==> src/core/p2mii_map.svh <==
/*
  Offsets, field positions, reset values and fixed patterns of the
  port-two transceiver management register set.
  Assumes a 32-bit Avalon-MM slave with byte addresses; a register
  index is turned into a byte address by multiplying it by four.
*/
`ifndef P2MII_MAP_SVH
`define P2MII_MAP_SVH

// Register indexes; byte address is four times the index.
`define P2M_CTRL_IDX 4'h0
`define P2M_STS_IDX 4'h2
`define P2M_IDL_IDX 4'h4
`define P2M_IDH_IDX 4'h6
`define P2M_ISTS_IDX 4'h8
`define P2M_IMSK_IDX 4'h9

// Basic control register fields.
`define P2M_C_RESET 15
`define P2M_C_LOOP 14
`define P2M_C_SPEED 13
`define P2M_C_ANEN 12
`define P2M_C_PDOWN 11
`define P2M_C_ISOL 10
`define P2M_C_RESTART 9
`define P2M_C_DUPLEX 8
`define P2M_C_COLL 7
`define P2M_C_XALG 5
`define P2M_C_XFORCE 4
`define P2M_C_XDIS 3
`define P2M_C_TXDIS 1

// Bits that software can store, and the reset value of the register.
`define P2M_CTRL_WMASK 16'h793f
`define P2M_CTRL_RST 16'h3120

// Basic status register: fixed ones, and the live bit positions.
`define P2M_STS_FIXED 16'h7808
`define P2M_S_ANDONE 5
`define P2M_S_LINK 2

// Interrupt status bits.
`define P2M_I_LINK 0
`define P2M_I_ANDONE 1

`endif

==> src/core/p2mii_pkg.sv <==
/*
  Types of the port-two transceiver management register set.
  Assumes nothing of its surroundings.
*/
package p2mii_pkg;

  // Phase of the register bus handshake.
  typedef enum logic [0:0] {
    P2M_IDLE = 1'b0,
    P2M_ACK = 1'b1
  } p2mii_phase_t;

  // All state of the block in one record.
  typedef struct packed {
    p2mii_phase_t phase;
    logic wait_n;
    logic [31:0] rdata;
    logic [15:0] ctrl;
    logic restart;
    logic lk_s1;
    logic lk_s2;
    logic lk_prev;
    logic an_s1;
    logic an_s2;
    logic an_prev;
    logic [1:0] int_sts;
    logic [1:0] int_msk;
    logic irq;
  } p2mii_state_t;

endpackage

==> src/core/p2mii_regs.sv <==
/*
  Management register set of the port-two transceiver: basic control,
  basic status, two identifier words and an interrupt pair, reached over
  an Avalon-MM slave with waitrequest.
  Assumes one clock, a synchronous active-low reset, a clock enable from
  the same domain, and link and negotiation levels from the transceiver
  that are asynchronous to this clock.
*/
// The Avalon-MM interface to the registers was chosen for this implementation.
// Overview of operation
// - Basic control register at index 0x00 drives port-two transceiver.
// - Far-end loopback bit loops port one receive at port two sublayer.
// - autoneg_enable set enables auto-negotiation, clear disables it.
// - Without negotiation, forced speed and duplex bits choose the mode.
// - Writing one to autoneg_restart restarts negotiation; zero does nothing.
// - Power-down bit powers transceiver down; clearing restores operation.
// - crossover_algorithm_select picks standard or native crossover style.
// - Crossover disable and forced crossed wiring bits; zero is normal.
// - Transmit-disable bit stops the transmitter; clearing allows sending.
// - Read-only basic status register stands at index 0x02.
// - Status bits 14 to 11 read one, all four speed modes.
// - Status bit 15 reads zero, no four-pair signalling.
// - Status bit 5 shows negotiation complete, zero after reset.
// - Status bit 3 reads one, negotiation capable.
// - Bit 0, preamble, jabber and bits 10 to 7 read zero.
// - Index 0x04 returns fixed low identifier word.
// - Index 0x06 returns fixed high identifier word in bits 15-0.
`timescale 1ns/1ps
`include "p2mii_map.svh"
`default_nettype none

module p2mii_regs
  import p2mii_pkg::*;
#(
  // Identifier words; the values are arbitrary.
  parameter logic [15:0] PHY_ID_LOW = 16'h0a5c,
  parameter logic [15:0] PHY_ID_HIGH = 16'h0c35
) (
  input wire logic mclk_in,
  input wire logic rst_n_in,
  input wire logic ce_in,
  input wire logic [5:0] avs_address_in,
  input wire logic avs_read_in,
  input wire logic avs_write_in,
  input wire logic [31:0] avs_writedata_in,
  input wire logic [3:0] avs_byteenable_in,
  output logic [31:0] avs_readdata_out,
  output logic avs_waitrequest_out,
  input wire logic link_up_in,
  input wire logic autoneg_done_in,
  output logic far_end_loopback_out,
  output logic autoneg_enable_out,
  output logic speed_select_fast_out,
  output logic full_duplex_out,
  output logic power_down_out,
  output logic autoneg_restart_out,
  output logic crossover_algorithm_select_out,
  output logic auto_crossover_disable_out,
  output logic force_crossed_wiring_out,
  output logic tx_disable_out,
  output logic irq_out
);

  p2mii_state_t st_ff;
  p2mii_state_t nxt_st;

  logic req;
  logic take;
  logic [3:0] idx;
  logic addr_ok;
  logic [15:0] sts_word;

  // A request is taken only in the idle phase, so each one is answered
  // exactly once even if the master keeps it up across the ack edge.
  assign req = avs_read_in | avs_write_in;
  assign take = req & (st_ff.phase == P2M_IDLE);
  assign idx = avs_address_in[5:2];
  assign addr_ok = (avs_address_in[1:0] == 2'h0);

  // Status word: fixed capability pattern plus the two live bits.
  always_comb begin
    sts_word = `P2M_STS_FIXED;
    sts_word[`P2M_S_ANDONE] = st_ff.an_s2;
    sts_word[`P2M_S_LINK] = st_ff.lk_s2;
  end

  // Next-state logic for the whole block.
  always_comb begin
    nxt_st = st_ff;
    nxt_st.restart = 1'b0;
    // Two-flop synchronisers; the first stage feeds only the second.
    nxt_st.lk_s1 = link_up_in;
    nxt_st.lk_s2 = st_ff.lk_s1;
    nxt_st.lk_prev = st_ff.lk_s2;
    nxt_st.an_s1 = autoneg_done_in;
    nxt_st.an_s2 = st_ff.an_s1;
    nxt_st.an_prev = st_ff.an_s2;
    case (st_ff.phase)
      P2M_IDLE: begin
        if (take) begin
          nxt_st.phase = P2M_ACK;
          nxt_st.wait_n = 1'b1;
          nxt_st.rdata = 32'h0;
          if (avs_read_in && addr_ok) begin
            case (idx)
              `P2M_CTRL_IDX: nxt_st.rdata = {16'h0, st_ff.ctrl};
              `P2M_STS_IDX: nxt_st.rdata = {16'h0, sts_word};
              `P2M_IDL_IDX: nxt_st.rdata = {16'h0, PHY_ID_LOW};
              `P2M_IDH_IDX: nxt_st.rdata = {16'h0, PHY_ID_HIGH};
              `P2M_ISTS_IDX: nxt_st.rdata = {30'h0, st_ff.int_sts};
              `P2M_IMSK_IDX: nxt_st.rdata = {30'h0, st_ff.int_msk};
              default: nxt_st.rdata = 32'h0;
            endcase
          end
        end
      end
      P2M_ACK: begin
        // The write lands on the same edge the master sees the answer.
        nxt_st.phase = P2M_IDLE;
        nxt_st.wait_n = 1'b0;
        if (avs_write_in && addr_ok) begin
          case (idx)
            `P2M_CTRL_IDX: begin
              // Bits outside the mask stay zero; spare bits 2 and 0 are inside it and store.
              if (avs_byteenable_in[1]) begin
                nxt_st.ctrl[15:8] = avs_writedata_in[15:8] &
                  8'(`P2M_CTRL_WMASK >> 8);
                nxt_st.restart = avs_writedata_in[`P2M_C_RESTART];
              end
              if (avs_byteenable_in[0]) begin
                nxt_st.ctrl[7:0] = avs_writedata_in[7:0] &
                  8'(`P2M_CTRL_WMASK);
              end
            end
            `P2M_IMSK_IDX: begin
              if (avs_byteenable_in[0]) begin
                nxt_st.int_msk = avs_writedata_in[1:0];
              end
            end
            `P2M_ISTS_IDX: begin
              if (avs_byteenable_in[0]) begin
                nxt_st.int_sts = st_ff.int_sts & ~avs_writedata_in[1:0];
              end
            end
            default: nxt_st.int_msk = st_ff.int_msk;
          endcase
        end
      end
      default: begin
        nxt_st.phase = P2M_IDLE;
        nxt_st.wait_n = 1'b0;
      end
    endcase
    // Hardware sets come after the clear, so an event is never lost.
    if (st_ff.lk_s2 != st_ff.lk_prev) begin
      nxt_st.int_sts[`P2M_I_LINK] = 1'b1;
    end
    if (st_ff.an_s2 && !st_ff.an_prev) begin
      nxt_st.int_sts[`P2M_I_ANDONE] = 1'b1;
    end
    nxt_st.irq = |(nxt_st.int_sts & nxt_st.int_msk);
  end

  // One register for all state; the clock enable freezes everything.
  always_ff @(posedge mclk_in) begin
    if (!rst_n_in) begin
      st_ff <= '{phase: P2M_IDLE, wait_n: 1'b0, rdata: 32'h0,
                 ctrl: `P2M_CTRL_RST, restart: 1'b0, lk_s1: 1'b0,
                 lk_s2: 1'b0, lk_prev: 1'b0, an_s1: 1'b0, an_s2: 1'b0,
                 an_prev: 1'b0, int_sts: 2'h0, int_msk: 2'h0,
                 irq: 1'b0};
    end else if (ce_in) begin
      st_ff <= nxt_st;
    end
  end

  // Outputs are taken straight from the state register.
  assign avs_readdata_out = st_ff.rdata;
  assign avs_waitrequest_out = ~st_ff.wait_n;
  assign far_end_loopback_out = st_ff.ctrl[`P2M_C_LOOP];
  assign autoneg_enable_out = st_ff.ctrl[`P2M_C_ANEN];
  // The transceiver only honours these two while negotiation is off.
  assign speed_select_fast_out = st_ff.ctrl[`P2M_C_SPEED];
  assign full_duplex_out = st_ff.ctrl[`P2M_C_DUPLEX];
  assign power_down_out = st_ff.ctrl[`P2M_C_PDOWN];
  assign autoneg_restart_out = st_ff.restart;
  assign crossover_algorithm_select_out = st_ff.ctrl[`P2M_C_XALG];
  assign auto_crossover_disable_out = st_ff.ctrl[`P2M_C_XDIS];
  assign force_crossed_wiring_out = st_ff.ctrl[`P2M_C_XFORCE];
  assign tx_disable_out = st_ff.ctrl[`P2M_C_TXDIS];
  assign irq_out = st_ff.irq;
endmodule

`default_nettype wire

==> config.mk <==
export PLATFORM = sky130hd
export DESIGN_NAME = p2mii_regs
export DESIGN_NICKNAME = d
export VERILOG_FILES = /design/src/core/p2mii_pkg.sv /design/src/core/p2mii_regs.sv
export VERILOG_INCLUDE_DIRS = /design/src /design/src/core
export SDC_FILE = /design/constraint.sdc
export NUM_CORES = 1
export LEC_CHECK = 0
export BUFFER_PORTS_ARGS = -buffer_cell sky130_fd_sc_hd__buf_2
export CORE_MARGIN = 2
export CORE_UTILIZATION = 46
export CTS_BUF_LIST = sky130_fd_sc_hd__clkbuf_16
export DETAILED_ROUTE_END_ITERATION = 6
export PLACE_DENSITY = 0.8
export SLEW_MARGIN = 0
export SYNTH_ARGS = -nofsm -noshare
export SYNTH_HDL_FRONTEND = slang
export SYNTH_SLANG_ARGS = --single-unit
==> constraint.sdc <==
create_clock -name mclk_in -period 2.2 [get_ports mclk_in]
set_clock_uncertainty 0.1 [all_clocks]
set_input_delay 0.22 -clock mclk_in [delete_from_list [all_inputs] [get_ports mclk_in]]
set_output_delay 0.22 -clock mclk_in [all_outputs]
set_load 0.1 [all_outputs]
* Yosys cells after proc, flatten, opt, wreduce, memory -nomap -nowiden *
Cells that the tools add are included.

word-level totals
  register bits after elaboration = 57
  output and inout port bits = 44
  input port bits = 49
  word-level logic and storage cells = 56

cells by class
  equal/unequal tests = 7
  bitwise operators = 7
  reduce and logical (&&, ||, !) cells = 11
  mux-type cells = 16

operator list
  operator            number
  $pmux 15 s6         1
  $mux 34             1
  $mux 32             1
  $reduce_and 5->1    2
  $eq 4x3->1 const B  2
  $eq 4x4->1 const B  2
  $mux 2              4
  $mux 4              2
  $mux 1              6
  $and 2x2->2         2
  $eq 4x2->1 const B  1
  $logic_not 4->1     1
  $pmux 2 s2          1
  $logic_and 1x1->1   3
  $reduce_and 3->1    1
  $logic_not 2->1     1
  $ne 2x2->1 const B  1
  $not 1->1           2
  $not 2->2           1
  $reduce_and 2->1    1
  $reduce_or 2->1     1
  $and 1x1->1         1
  $logic_not 1->1     1
  $ne 1x1->1          1
  $or 1x1->1          1

* Depth between registers and ports, before layout *
Gate-level depths: netlist of run 1.

  word-level depth = 9
  depth in mapped cells = 6
  mapped depth without buffers = 4

* Worst setup path after synthesis of run 1 *
Ideal clock, no wire load.

  kind = input -> register
  start = in avs_address_in[5]
  end = reg st_ff, in the netlist crossover_algorithm_select_out
  setup slack = 0.533 ns
  arrival time = 1.438 ns
  cell stages on the path = 5
  path buffers = 1
  setup time = 0.129 ns
  cells stage by stage = buf_6 > or4_4 > nor4_4 > mux2i_1 > nand2_1

on the way
  cells in the longest elaborated chain, start to end = 2

RTL lines
  what                        RTL line           RTL
  start, declared             p2mii_regs.sv:42   input wire logic [5:0] avs_address_in,
  $logic_not 4->1             p2mii_regs.sv:122  case (idx)
  $reduce_and 5->1 (no line)  -
  end signal, assigned        p2mii_regs.sv:167  st_ff <= '{phase: P2M_IDLE, wait_n: 1'b0, rdata: 32'h0,
  end signal, assigned        p2mii_regs.sv:173  st_ff <= nxt_st;
  end, declared               p2mii_regs.sv:64   p2mii_state_t st_ff;

Every way passes these cells.
A chain may end at the register's enable or synchronous reset.

* Final worst setup path of run 1 *
  start = reg st_ff[61] in the netlist's numbering
  end = reg st_ff, in the netlist force_crossed_wiring_out

on the way
  cells in the longest elaborated chain, start to end = 1

RTL lines
  what
  $reduce_and 5->1 (no line)

Every way passes these cells.

==> out/qor.txt, run 1 <==
Final #Nets: 293
Tmin final: 1.69 ns
Synth area leader: dfxtp_1
most frequent cells in the layout: buf_2 (52), dfxtp_1 (38), nor2_1 (25), mux2i_1 (21), conb_1 (18)
I/O Buffers: 52
Avg Cell Area, Syn: 9.14 um^2
Routed Antenna Nets: 0
top cell type's share of synthesized area: 40.2%
cells taking the most area after synthesis: dfxtp_1 (40%), buf_4 (13%), mux2i_1 (11%)
Ant. Diodes: 0
Starting Density: 47.6%
CTS buffer count: 5
Final GP Congestion: 0.840
Syn Inst Count: 207
outcome: finished clean
VDD IR max: 553 uV
fin crit share: 76.9%
M1 wire length: 1860 um
CTS tree: built
Critical Path End Type: register
DR WL met3: 319 um
placed inst area: 2010 um^2
grt ovf: 0
Post-DP HPWL: 2990 um
share of synthesized registers carrying an async set or reset: 0%
most common cell after layout, fill and taps aside: buf_2
total die area: 4640 um^2
clock root buffer: clkbuf_16
Final Non-Filler Cells: 295
Final Routed Wirelength: 4210 um
setup repair bufs after CTS: 0
Worst Setup SP: st_ff[61]
share of cells above drive strength 1: 26.9%
Starting DRT DRC Count: 139
# DRC: 0
Post-synth EDFFs: 0
YS warnings: 0
Startpoint Class: register
WP data arrival: 1.73 ns
CTS resizes: 0
total power: 1.93 mW
Clock Path Buffers: 2
Non-Filler Cell Area, Final: 2210 um^2
Die Ht: 68.1 um
Max transition margin: 49.1%
Die X: 68.1 um
largest net degree at the start of global routing: 24
sequential share of the synthesized area: 40.2%
top layer reached by signal wires: met4
global-route wire length before repair: 6690 um
post-synthesis cell area: 1890 um^2
worst hold start: avs_writedata_in[8]
post-DR vias/cell: 5.16
Top FF cell, synth: dfxtp_1
met2 WL: 1940 um
# Max-Cap Violations: 0
R2R Path Start: st_ff[61]
crit path kind: register to register
I/O pins: 93
Rows: 23
Cell variety after synth: 44
initial antenna violation count: 0
routed vias: 1,523
WP data required: 2.24 ns
actual slew at the worst max-slew pin: 0.762 ns
area of the multi-input gates: 878 um^2
H-tree Lvls: 2
Pwr Density: 872 nW/um^2
# fillers: 356
max reg flops: 13
post-cts hold buffer count: 0
P&R area growth vs syn: 16.7%
DRT Pass-1 Iters: 5
# clock sinks: 38
FF/Latch Area: 761 um^2
leakage power: 0.997 nW
Final Hold Fails: 0
crit path max fanout: 6
fmax: 591 MHz
Final Slew Violations: 0
setup TNS: 0 ns
Setup Viol. Count Final: 0
clock slew at reported path FFs: 0.05 ns
clk_lat worst skew: 0.28 ns
RSZ-0062 raised after global routing: false
dpl cells: 287
all-layer global routing usage: 19.6%
Yosys reg bits: 38
vias in the first global route: 1,386
Worst Hold Class: primary input to register
Core Region: 3970 um^2
drt wl/cell: 14.3 um
==> critical path: stages (launching register included) <==
cell and delay (ns):
dfxtp_1 0.43, nand4bb_1 0.26, nor4_4 0.27, buf_4 0.22, mux2i_1 0.21, nor2_1 0.05
==> Yosys cell counts, types with 2 or more instances <==
library cell  number
a32oi_1            3
nor2_1            25
a21oi_1            6
buf_4             32
o2bb2ai_1          3
nand3_1            4
nor3_1             4
nand4_1            3
o21ai_0            8
nand2_1            7
a22oi_1            3
and2_1             2
a211oi_1           2
a221o_1            3
mux2i_1           21
nor2b_1            2
nor4_4             2
inv_1              8
clkbuf_1           7
dfxtp_1           38
==> cells by family (layout without fill, tap and decap cells) <==
kind of cell / after synthesis / count (layout) / share of synthesized area, %
AOI/OAI and AO/OA: 36 / 36 / 13.6
xor gates and xnor gates: 1 / 1 / 0.463
buffers and inverters: 50 / 71 / 16.7
DFF: 38 / 38 / 40.2
muxes: 21 / 21 / 11.1
other: 1 / 18 / 0.198
and+or+nand+nor: 60 / 60 / 17.7
==> layer usage <==
| layer | vias up | global-route usage [%] |
|---|---|---|
| li1 | 751 | - |
| met1 | 693 | 26.2 |
| met2 | 69 | 29.4 |
| met3 | 10 | 5.43 |
| met4 | 0 | 8.50 |
| met5 | - | 0 |
==> area by class of cell <==
type,count,share of cell area (%)
timing repair buffer,55,12.8
inverter,8,1.36
sequential,38,34.4
multi-input combinational,136,39.8
clock buffer,5,5.67
tap,50,2.83
clock inverter,3,3.12
==> where the power goes <==
part | switching (mW) | internal, mW | leakage [nW]
sequential | 0.00948 | 0.701 | 0.308
clock | 0.285 | 0.651 | 0.0940
combinational | 0.232 | 0.0470 | 0.595
total | 0.526 | 1.40 | 0.997
==> through the flow <==
step / hold WS, ns / setup slack [ns] / util, %
floorplan: 0.248 / 0.533 / -
global placement: 0.335 / 0.360 / 50.7
detailed placement: 0.341 / 0.326 / 50.7
CTS: 0.0515 / 0.509 / 55.6
global route: 0.0611 / 0.375 / 55.6
finish: 0.0590 / 0.508 / 55.6
==> final timing paths <==
path                              endpoint  slack [ns]  cells past startpoint
setup / recovery  force_crossed_wiring_out        0.51                      5
hold / removal             full_duplex_out        0.06                      3
setup reg to reg  force_crossed_wiring_out        0.51                      5
hold reg to reg        avs_readdata_out[5]        0.36                      1
Note: power is estimated with default switching activity, not from simulation.
==> inputs of run 2 (changes only) <==
--- a/config.mk
+++ b/config.mk
@@ -8,10 +8,10 @@
 export LEC_CHECK = 0
 export BUFFER_PORTS_ARGS = -buffer_cell sky130_fd_sc_hd__buf_2
 export CORE_MARGIN = 2
-export CORE_UTILIZATION = 46
+export CORE_UTILIZATION = 41
 export CTS_BUF_LIST = sky130_fd_sc_hd__clkbuf_16
 export DETAILED_ROUTE_END_ITERATION = 6
-export PLACE_DENSITY = 0.8
+export PLACE_DENSITY = 0.75
 export SLEW_MARGIN = 0
 export SYNTH_ARGS = -nofsm -noshare
 export SYNTH_HDL_FRONTEND = slang
==> constraint.sdc (replaced) <==
create_clock -name mclk_in -period 1.5 [get_ports mclk_in]
set_clock_uncertainty 0.1 [all_clocks]
set_input_delay 0.15 -clock mclk_in [delete_from_list [all_inputs] [get_ports mclk_in]]
set_output_delay 0.15 -clock mclk_in [all_outputs]
set_load 0.1 [all_outputs]
==> out/qor.txt, run 2 (synthesis results as in run 1) <==
global-route wire length before repair: 6930 um
fmax: 694 MHz
Starting Density: 42.9%
fin crit share: 96.1%
# DRC: 0
Final Routed Wirelength: 4400 um
RSZ-0062 raised after global routing: true
VDD IR max: 687 uV
Core Region: 4410 um^2
post-DR vias/cell: 5.04
Tmin final: 1.44 ns
Die Ht: 71.9 um
placed inst area: 2190 um^2
routed vias: 1,603
leakage power: 1.09 nW
share of cells above drive strength 1: 35.7%
dpl cells: 308
Startpoint Class: register
# Max-Cap Violations: 0
vias in the first global route: 1,511
outcome: finished clean
Final GP Congestion: 0.911
Final Slew Violations: 0
crit path kind: register to register
WP data arrival: 1.50 ns
Die X: 71.9 um
grt ovf: 0
most common cell after layout, fill and taps aside: buf_2
Post-DP HPWL: 3160 um
I/O Buffers: 52
Setup Viol. Count Final: 0
clock root buffer: clkbuf_16
setup TNS: 0 ns
Starting DRT DRC Count: 72
total die area: 5170 um^2
drt wl/cell: 13.8 um
P&R area growth vs syn: 27.3%
Final Non-Filler Cells: 318
Final #Nets: 314
Rows: 24
Util after Layout: 54.6%
max reg flops: 13
# clock sinks: 38
Routed Antenna Nets: 0
clk_lat worst skew: 0.28 ns
WP data required: 1.56 ns
I/O pins: 93
Ant. Diodes: 0
Final Hold Fails: 0
Critical Path End Type: register
CTS buffer count: 5
clock slew at reported path FFs: 0.06 ns
DRT Pass-1 Iters: 4
all-layer global routing usage: 17.2%
CTS tree: built
largest net degree at the start of global routing: 18
Worst Hold Class: primary input to register
initial antenna violation count: 0
most frequent cells in the layout: buf_2 (52), dfxtp_1 (35), nor2_1 (25), mux2i_1 (21), buf_4 (20)
H-tree Lvls: 2
Pwr Density: 1040 nW/um^2
crit path max fanout: 6
Clock Path Buffers: 2
Non-Filler Cell Area, Final: 2410 um^2
## run 2: changes by cell type in the layout (fill, tap and decap cells not counted), moves of 2 or more
cell / previous run / this run
nor3_4: 0 / 2
dlygate4sd3_1: 0 / 2
buf_4: 3 / 20
bufinv_16: 2 / 0
nor3_1: 4 / 2
dfxtp_1: 38 / 35
dfxtp_2: 0 / 2
## run 2: area by class of cell
class,instances,area [um^2]
fillers,408,2010
multi-input cells,136,943
flip-flops and latches,38,767
repair buffers,76,462
clock buffers,5,125
well taps,52,65.1
inverters,8,30.0
clock inverters,3,16.3
## run 2: path summary, 6_finish.rpt
| check | from | slack, ns | cells after the start | endpoint |
|---|---|---|---|---|
| setup / recovery | st_ff[61] | 0.06 | 5 | tx_disable_out |
| hold / removal | avs_writedata_in[2] | 0.004 | 3 | st_ff[14] |
| setup reg to reg | st_ff[61] | 0.06 | 5 | tx_disable_out |
| hold reg to reg | avs_readdata_out[5] | 0.36 | 1 | avs_readdata_out[5] |
## run 2: repair_timing
action / CTS / global route
endpoints found under the setup margin: 11 / 11
hold endpoints to repair: 2 / 0
hold buffers: 2 / 0
pin swaps: 1 / 0
gates resized for setup: 2 / 11
setup buffers: 0 / 2
## run 2: critical path: stages, from the launching register on
cell       delay (ns)
dfxtp_4          0.36
nand4bb_4        0.14
nor4_4           0.28
buf_12           0.17
mux2i_1          0.20
nor2_1           0.07
## run 2: layer usage
metal	part of all wire [%]	global-route usage, %	routed length [um]
met4	1.2	7.13	53
met3	6.2	3.47	272
met2	44	26.5	1960
met5	0	0	0
met1	48	23.6	2110
## run 2: power breakdown
part           switching, mW  internal (mW)  leakage [nW]
Sequential            0.0132           1.03         0.310
Combinational          0.359          0.106         0.715
Clock                  0.394          0.606        0.0672
Total                  0.766           1.74          1.09
## run 2: stage by stage
stage / hold slack [ns] / setup slack [ns] / total power [mW]
3_5_place_dp: 0.273 / -0.198 / 1.51
5_1_grt: 0.00551 / -0.0179 / 2.59
3_3_place_gp: 0.268 / -0.177 / 1.50
2_1_floorplan: 0.178 / -0.0942 / 1.44
4_1_cts: 0.000543 / 0.0229 / 2.51
6_report: 0.00431 / 0.0586 / 2.51
==> inputs of run 3 (changes only) <==
--- a/config.mk
+++ b/config.mk
@@ -11,7 +11,7 @@
 export CORE_UTILIZATION = 41
 export CTS_BUF_LIST = sky130_fd_sc_hd__clkbuf_16
 export DETAILED_ROUTE_END_ITERATION = 6
-export PLACE_DENSITY = 0.75
+export PLACE_DENSITY_LB_ADDON = 0.15
 export SLEW_MARGIN = 0
 export SYNTH_ARGS = -nofsm -noshare
 export SYNTH_HDL_FRONTEND = slang
==> out/qor.txt, run 3 (synthesis results as in run 1) <==
FF-to-FF path depth: 5
clock root buffer: clkbuf_16
drt wl/cell: 13.8 um
Core Region: 4410 um^2
max reg flops: 13
vias in the first global route: 1,451
fin crit share: 99.0%
# Max-Cap Violations: 0
fmax: 674 MHz
worst hold start: autoneg_done_in
I/O Buffers: 52
routed vias: 1,579
H-tree Lvls: 2
Rows: 24
Tmin final: 1.48 ns
R2R setup slack: 0.02 ns
Clock Path Buffers: 2
clock slew at reported path FFs: 0.06 ns
VDD IR max: 714 uV
Critical Path End Type: register
grt ovf: 0
Starting DRT DRC Count: 85
DRT Pass-1 Iters: 4
all-layer global routing usage: 18.0%
most frequent cells in the layout: buf_2 (51), dfxtp_1 (35), nor2_1 (25), mux2i_1 (21), buf_4 (19)
post-DR vias/cell: 4.97
Die Ht: 71.9 um
I/O pins: 93
WP data required: 1.56 ns
R2R Path End: avs_readdata_out[14]
largest net degree at the start of global routing: 19
RSZ-0062 raised after global routing: true
Routed Antenna Nets: 0
CTS tree: built
setup TNS: 0 ns
Setup Viol. Count Final: 0
leakage power: 1.08 nW
Startpoint Class: register
Pwr Density: 1050 nW/um^2
Worst Hold Class: primary input to register
Final Routed Wirelength: 4370 um
initial antenna violation count: 0
Starting Density: 42.9%
Final #Nets: 314
Final Slew Violations: 0
WP data arrival: 1.55 ns
Util after Layout: 54.1%
hold path endpoint: nxt_st[6]
global-route wire length before repair: 7190 um
# DRC: 0
total power: 2.50 mW
P&R area growth vs syn: 26.3%
R2R Path Start: st_ff[61]
Ant. Diodes: 0
crit path kind: register to register
# clock sinks: 38
Final GP Congestion: 0.782
most common cell after layout, fill and taps aside: buf_2
Final Hold Fails: 0
Die X: 71.9 um
hold depth: 3
outcome: finished clean
total die area: 5170 um^2
Post-DP HPWL: 3220 um
crit path max fanout: 4
share of cells above drive strength 1: 35.0%
CTS buffer count: 5
clk_lat worst skew: 0.28 ns
# fillers: 414
## run 3: cell count changes in the layout (fill, tap and decap cells not counted), sizes merged
cell,previous run,this run
dlygate4sd3,2,3
buf,74,73
## run 3: cell type report
type                            count  area, um^2  share of cell area, %
Tap cell                           52        65.1                   2.72
Clock inverter                      3        16.3                  0.681
Inverter                            8        30.0                   1.26
Timing Repair Buffer               76         462                   19.3
Multi-Input combinational cell    136         925                   38.7
Sequential cell                    38         767                   32.1
Clock buffer                        5         125                   5.24
## run 3: metal layers
layer	up-vias	global-route usage, %	share of wire (%)
met1	722	26.2	48
met4	0	5.03	0.98
li1	795	-	-
met3	4	5.42	6.7
met5	-	0	0
met2	58	25.7	44
## run 3: worst max-delay path, stage by stage (launching register included)
cell and delay [ns]:
dfxtp_4 0.36, and2b_2 0.25, nand4_1 0.19, nor3_1 0.07
buf_4 0.14, a221o_1 0.26
## run 3: timing repair
item	CTS	global route
cloned	0	0
hold buffers	3	0
setup buffers	0	0
endpoints found under the hold margin	3	0
endpoints found under the setup margin	10	16
pin swaps	1	8
gates resized for setup	2	9
## run 3: worst max path at each step
stage | start | to | slack [ns] | cells past startpoint
2_1_floorplan | avs_address_in[5] | crossover_algorithm_select_out | -0.09 | 5
3_3_place_gp | avs_address_in[3] | speed_select_fast_out | -0.20 | 6
3_5_place_dp | avs_address_in[3] | autoneg_enable_out | -0.20 | 6
4_1_cts | st_ff[61] | avs_readdata_out[14] | 0.006 | 5
5_1_grt | st_ff[61] | avs_readdata_out[13] | -0.07 | 5
6_report | st_ff[61] | avs_readdata_out[14] | 0.02 | 5
## run 3: per-stage QoR
stage	hold slack [ns]	area [um^2]	setup WS (ns)	instances
finish	0.00805	2390	0.0154	318
global route	0.0164	2390	-0.0660	318
CTS	0.00589	2360	0.00554	319
detailed placement	0.274	2170	-0.201	308
global placement	0.273	2170	-0.195	308
floorplan	0.178	1980	-0.0942	224
## run 3: where the power goes
group / internal [mW] / switching [mW] / total [mW]
clock: 0.606 / 0.393 / 0.999
combinational: 0.105 / 0.355 / 0.460
sequential: 1.03 / 0.0127 / 1.04
